## src/verilog/boot_select_regs.svh

```systemverilog
// Constants of the double-reset startup selector.
// Assumes a 100 MHz system clock.
`ifndef BOOT_SELECT_REGS_SVH
`define BOOT_SELECT_REGS_SVH

`define CLK_HZ 100000000
`define CYC_PER_MS 100000
`define WINDOW_MS 750
`define LOADER_S 8
`define BOD_THRESHOLD_MV 4300
`define TIMER_W 32
`define TIMER_ONE 32'h0000_0001
`define TIMER_ZERO 32'h0000_0000
`define FADE_PRESC 18'h2faef
`define FADE_PRESC_W 18
`define DUTY_W 8
`define DUTY_MAX 8'hff
`define DUTY_MIN 8'h00

`endif

```

## src/verilog/boot_select_pkg.sv

```systemverilog
// Types shared by the startup selector and its LED fader.
// Constants live in boot_select_regs.svh.
`include "boot_select_regs.svh"

package boot_select_pkg;
    typedef enum logic [2:0] {
        S_RESET,
        S_SELECT,
        S_WAIT,
        S_LOADER,
        S_USER
    } boot_state_e;

    typedef logic [`TIMER_W-1:0] timer_t;
    typedef logic [`DUTY_W-1:0] duty_t;
endpackage : boot_select_pkg

```

## src/verilog/led_fader.sv

```systemverilog
// Triangle-fade PWM for the loader indicator LED.
// Assumes enable_i comes from logic on the same clock.
`timescale 1ns/1ps
`include "boot_select_regs.svh"

module led_fader
    import boot_select_pkg::*;
#(
    // Last prescaler count of one duty step
    parameter logic [`FADE_PRESC_W-1:0] STEP_LAST = `FADE_PRESC
) (
    input wire logic clk_i,
    input wire logic rst_n_i,
    input wire logic enable_i,
    output logic pwm_o
);
    duty_t pwm_cnt_r, pwm_cnt_nxt;
    duty_t duty_r, duty_nxt;
    logic dir_up_r, dir_up_nxt;
    logic [`FADE_PRESC_W-1:0] presc_r, presc_nxt;
    logic pwm_r, pwm_nxt;

    always_comb begin
        pwm_cnt_nxt = pwm_cnt_r + 8'h01;
        duty_nxt = duty_r;
        dir_up_nxt = dir_up_r;
        presc_nxt = presc_r + 18'h00001;
        pwm_nxt = enable_i && (pwm_cnt_r < duty_r);
        if (!enable_i) begin
            // Restart dark so every loader entry fades in visibly
            duty_nxt = `DUTY_MIN;
            dir_up_nxt = 1'b1;
            presc_nxt = 18'h00000;
        end else if (presc_r == STEP_LAST) begin
            presc_nxt = 18'h00000;
            if (dir_up_r) begin
                if (duty_r == `DUTY_MAX) begin
                    dir_up_nxt = 1'b0;
                end else begin
                    duty_nxt = duty_r + 8'h01;
                end
            end else begin
                if (duty_r == `DUTY_MIN) begin
                    dir_up_nxt = 1'b1;
                end else begin
                    duty_nxt = duty_r - 8'h01;
                end
            end
        end
    end

    always_ff @(posedge clk_i or negedge rst_n_i) begin
        if (!rst_n_i) begin
            pwm_cnt_r <= 8'h00;
            duty_r <= 8'h00;
            dir_up_r <= 1'b1;
            presc_r <= 18'h00000;
            pwm_r <= 1'b0;
        end else begin
            pwm_cnt_r <= pwm_cnt_nxt;
            duty_r <= duty_nxt;
            dir_up_r <= dir_up_nxt;
            presc_r <= presc_nxt;
            pwm_r <= pwm_nxt;
        end
    end

    assign pwm_o = pwm_r;
endmodule : led_fader

```

## src/verilog/double_reset_boot_selector.sv

```systemverilog
// Startup selector: single reset runs the user program, double reset enters loader.
// Assumes rst_n_i is power-on only; the reset button and brown-out arrive as pins.
`timescale 1ns/1ps
`include "boot_select_regs.svh"

// Functional notes
// - After every reset the selector decides first between user program and loader.
// - One reset: wait 750 ms, then start the user program.
// - Second reset within 750 ms of the first enters loader mode.
// - Loader leaves after 8 s unless commands began; after that no timeout.
// - Loader mode fades the yellow LED in and out repeatedly.
// - Brown-out detection always on; supply below 4.3 V resets the device.
// - Selector never clears the brown-out reset cause flag.
// - Running user program may force loader mode on a USB request.
module double_reset_boot_selector
    import boot_select_pkg::*;
#(
    parameter int unsigned WINDOW_CYCLES = `WINDOW_MS * `CYC_PER_MS,
    parameter int unsigned LOADER_CYCLES = `LOADER_S * `CLK_HZ,
    // Fade step length; shortened only so a bench can see the fade
    parameter logic [`FADE_PRESC_W-1:0] FADE_STEP_LAST = `FADE_PRESC
) (
    input wire logic clk_i,
    input wire logic rst_n_i,
    input wire logic ext_reset_n_i,
    input wire logic brownout_i,
    input wire logic cmd_activity_i,
    input wire logic loader_request_i,
    input wire logic brownout_flag_clear_i,
    output logic core_reset_o,
    output logic run_user_o,
    output logic loader_active_o,
    output logic led_o,
    output logic brownout_reset_flag_o
);
    function automatic logic count_done(input timer_t cnt, input int unsigned limit);
        count_done = (cnt >= timer_t'(limit - 1));
    endfunction : count_done

    logic ext_meta_r, ext_sync_r;
    logic bod_meta_r, bod_sync_r;

    always_ff @(posedge clk_i or negedge rst_n_i) begin
        if (!rst_n_i) begin
            ext_meta_r <= 1'b1;
            ext_sync_r <= 1'b1;
            bod_meta_r <= 1'b0;
            bod_sync_r <= 1'b0;
        end else begin
            ext_meta_r <= ext_reset_n_i;
            ext_sync_r <= ext_meta_r;
            bod_meta_r <= brownout_i;
            bod_sync_r <= bod_meta_r;
        end
    end

    logic reset_req;
    assign reset_req = !ext_sync_r || bod_sync_r;

    boot_state_e state_r, state_nxt;
    timer_t timer_r, timer_nxt;
    timer_t win_r, win_nxt;
    logic pending_r, pending_nxt;
    logic started_r, started_nxt;
    logic bor_flag_r, bor_flag_nxt;
    logic core_reset_r, core_reset_nxt;
    logic run_user_r, run_user_nxt;
    logic loader_r, loader_nxt;

    always_comb begin
        state_nxt = state_r;
        timer_nxt = timer_r + `TIMER_ONE;
        win_nxt = win_r;
        pending_nxt = pending_r;
        started_nxt = started_r;
        bor_flag_nxt = bor_flag_r;
        // window runs on through button resets
        if (pending_r) begin
            if (count_done(win_r, WINDOW_CYCLES)) begin
                pending_nxt = 1'b0;
            end else begin
                win_nxt = win_r + `TIMER_ONE;
            end
        end
        // only user clear drops it; set wins
        if (brownout_flag_clear_i) begin
            bor_flag_nxt = 1'b0;
        end
        if (bod_sync_r) begin
            bor_flag_nxt = 1'b1;
        end
        case (state_r)
            S_RESET: begin
                if (!reset_req) begin
                    state_nxt = S_SELECT;
                end
            end
            S_SELECT: begin
                timer_nxt = `TIMER_ZERO;
                started_nxt = 1'b0;
                if (pending_r && !count_done(win_r, WINDOW_CYCLES)) begin
                    state_nxt = S_LOADER;
                    pending_nxt = 1'b0;
                end else begin
                    state_nxt = S_WAIT;
                    pending_nxt = 1'b1;
                    win_nxt = `TIMER_ZERO;
                end
            end
            S_WAIT: begin
                if (!pending_r) begin
                    state_nxt = S_USER;
                end
            end
            S_LOADER: begin
                if (cmd_activity_i) begin
                    started_nxt = 1'b1;
                end
                if (started_r) begin
                    timer_nxt = timer_r;
                end else if (!cmd_activity_i && count_done(timer_r, LOADER_CYCLES)) begin
                    state_nxt = S_USER;
                end
            end
            S_USER: begin
                if (loader_request_i) begin
                    state_nxt = S_LOADER;
                    timer_nxt = `TIMER_ZERO;
                    started_nxt = 1'b0;
                end
            end
            default: begin
                state_nxt = S_RESET;
            end
        endcase
        if (reset_req) begin
            state_nxt = S_RESET;
        end
        core_reset_nxt = (state_nxt == S_RESET);
        run_user_nxt = (state_nxt == S_USER);
        loader_nxt = (state_nxt == S_LOADER);
    end

    always_ff @(posedge clk_i or negedge rst_n_i) begin
        if (!rst_n_i) begin
            state_r <= S_RESET;
            timer_r <= `TIMER_ZERO;
            win_r <= `TIMER_ZERO;
            pending_r <= 1'b0;
            started_r <= 1'b0;
            bor_flag_r <= 1'b0;
            core_reset_r <= 1'b1;
            run_user_r <= 1'b0;
            loader_r <= 1'b0;
        end else begin
            state_r <= state_nxt;
            timer_r <= timer_nxt;
            win_r <= win_nxt;
            pending_r <= pending_nxt;
            started_r <= started_nxt;
            bor_flag_r <= bor_flag_nxt;
            core_reset_r <= core_reset_nxt;
            run_user_r <= run_user_nxt;
            loader_r <= loader_nxt;
        end
    end

    led_fader #(
        .STEP_LAST(FADE_STEP_LAST)
    ) u_fader (
        .clk_i(clk_i),
        .rst_n_i(rst_n_i),
        .enable_i(loader_r),
        .pwm_o(led_o)
    );

    assign core_reset_o = core_reset_r;
    assign run_user_o = run_user_r;
    assign loader_active_o = loader_r;
    assign brownout_reset_flag_o = bor_flag_r;
endmodule : double_reset_boot_selector

```

## config.mk

```make
export PLATFORM = sky130hd
export DESIGN_NAME = double_reset_boot_selector
export DESIGN_NICKNAME = d
export VERILOG_FILES = /design/src/verilog/boot_select_pkg.sv /design/src/verilog/led_fader.sv /design/src/verilog/double_reset_boot_selector.sv
export VERILOG_INCLUDE_DIRS = /design/src /design/src/verilog
export SDC_FILE = /design/constraint.sdc
export NUM_CORES = 1
export LEC_CHECK = 0
export BUFFER_PORTS_ARGS = -buffer_cell sky130_fd_sc_hd__buf_2
export CORE_MARGIN = 5
export CORE_UTILIZATION = 55
export CTS_CLUSTER_DIAMETER = 120
export DETAILED_ROUTE_END_ITERATION = 10
export GPL_ROUTABILITY_DRIVEN = 0
export GPL_TIMING_DRIVEN = 1
export MAX_ROUTING_LAYER = met4
export PLACE_DENSITY = 0.85
export SLEW_MARGIN = 30
export SYNTH_ARGS = -nofsm -noshare
export SYNTH_HDL_FRONTEND = slang
export SYNTH_SLANG_ARGS = --single-unit
```

## constraint.sdc

```tcl
create_clock -name clk_i -period 2.5 [get_ports clk_i]
set_input_delay 0.375 -clock clk_i [delete_from_list [all_inputs] [get_ports clk_i]]
set_output_delay 0.375 -clock clk_i [all_outputs]
set_load 0.1 [all_outputs]
```

==> impl_metrics.json <==
{
  "synth_warnings": 0,
  "firstDrtPassIters": 5,
  "startpoint_type": "flip-flop",
  "finClkSkew_ns": 0.0105,
  "synth_area_leaders": "dfrtp_1 45%, nor2_1 4.6%, xnor2_1 3.9%",
  "coreArea_sq_mm": 0.0108,
  "grt_first_pass_wirelength_um": 22800,
  "fin_area_sq_mm": 0.00706,
  "portBuffers": 11,
  "power.leakage_nw": 2.99,
  "cp.arrival_ns": 2.92,
  "die_w_um": 115,
  "ys_types": 56,
  "r2r-end": "u_fader.duty_r[7]",
  "placed_cell_area_sq_mm": 0.00629,
  "root_buffer": "clkbuf_8",
  "reg2regPathDepth": 8,
  "status": "finished clean",
  "async_flop_share": 1.00,
  "cts_buffers": 17,
  "grt_usage": 0.221,
  "max_slew_margin": 0.558,
  "ir_worst_vdd_v": 0.000519,
  "io_pins": 12,
  "drt_wl_total_um": 13600,
  "fp.dieH_um": 115,
  "antennaDiodeCount": 0,
  "clk_pin_slew_ns": 0.06,
  "seq_area_frac_synth": 0.468,
  "start_util": 0.561,
  "critPathSlowestCell": "dfstp_2",
  "vias_per_cell": 6.05,
  "setup_viol": 0,
  "cp_top_family": "compound AO/OA/AOI/OAI gates",
  "synth_nets": 669,
  "finish.net_count": 697,
  "avgSynthCellArea_sq_um": 9.41,
  "via_count": 4984,
  "path_cells": "clkinv_4 -> ha_4 -> nand3_1 -> o211ai_1 -> o41a_1 -> mux2_2 -> or3_1 -> a21oi_1",
  "synth_edf_count": 0,
  "yosys.area_share.simple": 0.240,
  "area_growth_pct": 16.7,
  "fin_crit_sh": 0.990,
  "crit_fanout": 7,
  "r2r-start": "u_fader.dir_up_r",
  "numClockSinks": 113,
  "antenna_found_initial": 0,
  "synth_cells": 643,
  "row_count": 38,
  "synth_top_family_by_area": "simple AND/OR/NAND/NOR gates",
  "hold_slack_ns": 0.128,
  "dp_hpwl_um": 8730,
  "holdPathEnd": "brownout_reset_flag_o",
  "final-hold-violation-count": 0,
  "fill_cells": 787,
  "drive_above_1_share": 0.111,
  "synth_seq_cells": 113,
  "design.die.area_sq_mm": 0.0132,
  "h-tree-depth": 4,
  "netlist.area_leader.share": 0.451,
  "netlist_area_sq_mm": 0.00605,
  "cts_tree": "done",
  "grt_max_degree": 51,
  "required_ns": 2.94,
  "wire_per_inst_um": 16.5,
  "drc": 0,
  "power_density_mw_per_mm2": 753,
  "clockBufferDepth": 2,
  "synthAdderAreaFrac": 0.0405,
  "layout_min_cycle_time_ns": 2.47,
  "synth_mux_area_frac": 0.0217,
  "drtAntennaViolNets": 0,
  "first_global_vias": 5106,
  "hp-class": "primary input to flip-flop",
  "crit_path_max_incr_delay_ns": 0.59,
  "min_path_cells": 3,
  "grt_overflow": 0,
  "min_from": "brownout_flag_clear_i",
  "reg2reg_setup_slack_ns": 0.03,
  "yosysTopAreaCell": "dfrtp_1",
  "clk_latency_ns": 0.52,
  "crit_buf_inv": 1,
  "drv_slew": 0,
  "synth_compound_area_frac": 0.124,
  "fin_setup_tns_ns": 0,
  "synth_xor_xnor_area_share": 0.0709,
  "crit_type": "flip-flop to flip-flop",
  "critPathCaptureType": "flip-flop",
  "max_freq_ghz": 0.404,
  "drt_iter0_markers": 456,
  "synth_ff_type": "dfrtp_1",
  "tightest_slew_ns": 0.663,
  "cap_viol_max_count": 0
}
[tightest hold or removal path: cells and delay by family]
kind	cells	cell delay [ns]
compound gates	1	0.11
buf+inv	2	0.14
[worst max path at each step]
stage	from	end	slack (ns)	cells past startpoint
final	u_fader.dir_up_r	u_fader.duty_r[7]	0.03	8
after CTS	u_fader.dir_up_r	u_fader.duty_r[7]	0.02	8
after global routing	u_fader.dir_up_r	u_fader.duty_r[7]	-0.04	8
after global placement	u_fader.dir_up_r	u_fader.duty_r[7]	0.06	8
after detailed placement	u_fader.dir_up_r	u_fader.duty_r[7]	-0.05	8
after floorplan	u_fader.dir_up_r	u_fader.duty_r[7]	0.15	8
[power breakdown]
group	internal [mW]	switching (mW)	total, mW
clock	1.76	0.830	2.59
sequential	1.91	0.0992	2.01
combinational	0.252	0.458	0.710
total	3.93	1.39	5.31
[sequential cells by signal (all words and copies together) (netlist names), 3 cells and up]
name,count
timer_r,32
win_r,32
u_fader.presc_r,18
u_fader.duty_r,8
u_fader.pwm_cnt_r,8
state_r,3
[repair_timing]
action,in CTS,in global routing
setup endpoints to repair,1,1
resized for setup,1,10
buffers inserted,0,3
hold buffers,3,0
pin swaps,0,4
endpoints found under the hold margin,48,0
[synthesized netlist by cell type, types with 5 or more instances]
library cell	count
xor2_1	22
dfrtp_1	109
nor3_1	22
buf_2	7
nand2_1	45
a21oi_1	37
a21o_1	14
a211oi_1	7
ha_1	18
nor2_1	74
nand4_1	17
o21ai_0	27
mux2i_1	12
and3_1	22
nor4_1	7
clkbuf_1	8
inv_1	31
nand3_1	45
and2_1	7
o21ai_1	8
or3_1	15
xnor2_1	27
nand2b_1	5
[area by class of cell]
cell class              instances  area, sq um  area share
multi-input cells             481         3090       0.437
flip-flops and latches        113         2830       0.401
clock inverters                11          186      0.0264
clock buffers                  21          449      0.0636
inverters                      32          125      0.0177
repair buffers                 26          203      0.0287
well taps                     140          175      0.0248
[placed cells by master (no fill, tap or decap), types with 8 or more instances in the layout]
cell	instances
xnor2_1	27
nor3_1	22
o21ai_1	8
mux2i_1	12
a21oi_1	35
buf_4	11
nor2_1	74
nand2_1	45
xor2_1	22
and3_1	22
o21ai_0	27
dfrtp_1	109
inv_1	30
nand4_1	17
or3_1	15
buf_2	10
ha_1	13
a21o_1	14
nand3_1	45
clkbuf_16	16
[kinds of logic (layout without fill, tap and decap cells)]
group / count (synthesis) / count (layout)
AND/OR/NAND/NOR: 283 / 283
AO/OA/AOI/OAI: 117 / 117
flip-flops: 113 / 113
XOR/XNOR: 49 / 49
buffers and inverters: 49 / 90
adder cells (fa/ha/maj): 19 / 19
multiplexers: 13 / 13
[through the flow]
| step | instances | setup slack (ns) | total power, mW | util |
|---|---|---|---|---|
| CTS | 821 | 0.0244 | 5.34 | 0.645 |
| finish | 824 | 0.0254 | 5.31 | 0.654 |
| global route | 824 | -0.0379 | 5.52 | 0.654 |
| detailed placement | 786 | -0.0473 | 2.73 | 0.583 |
| global placement | 786 | 0.0648 | 2.68 | 0.583 |
| floorplan | 643 | 0.150 | 2.52 | - |
[layer usage]
metal	share of wire	track usage
met5	0	-
met4	0.023	0.0931
met3	0.048	0.0568
met2	0.51	0.368
met1	0.42	0.253
No activity file was read; power rests on OpenSTA's default activity.
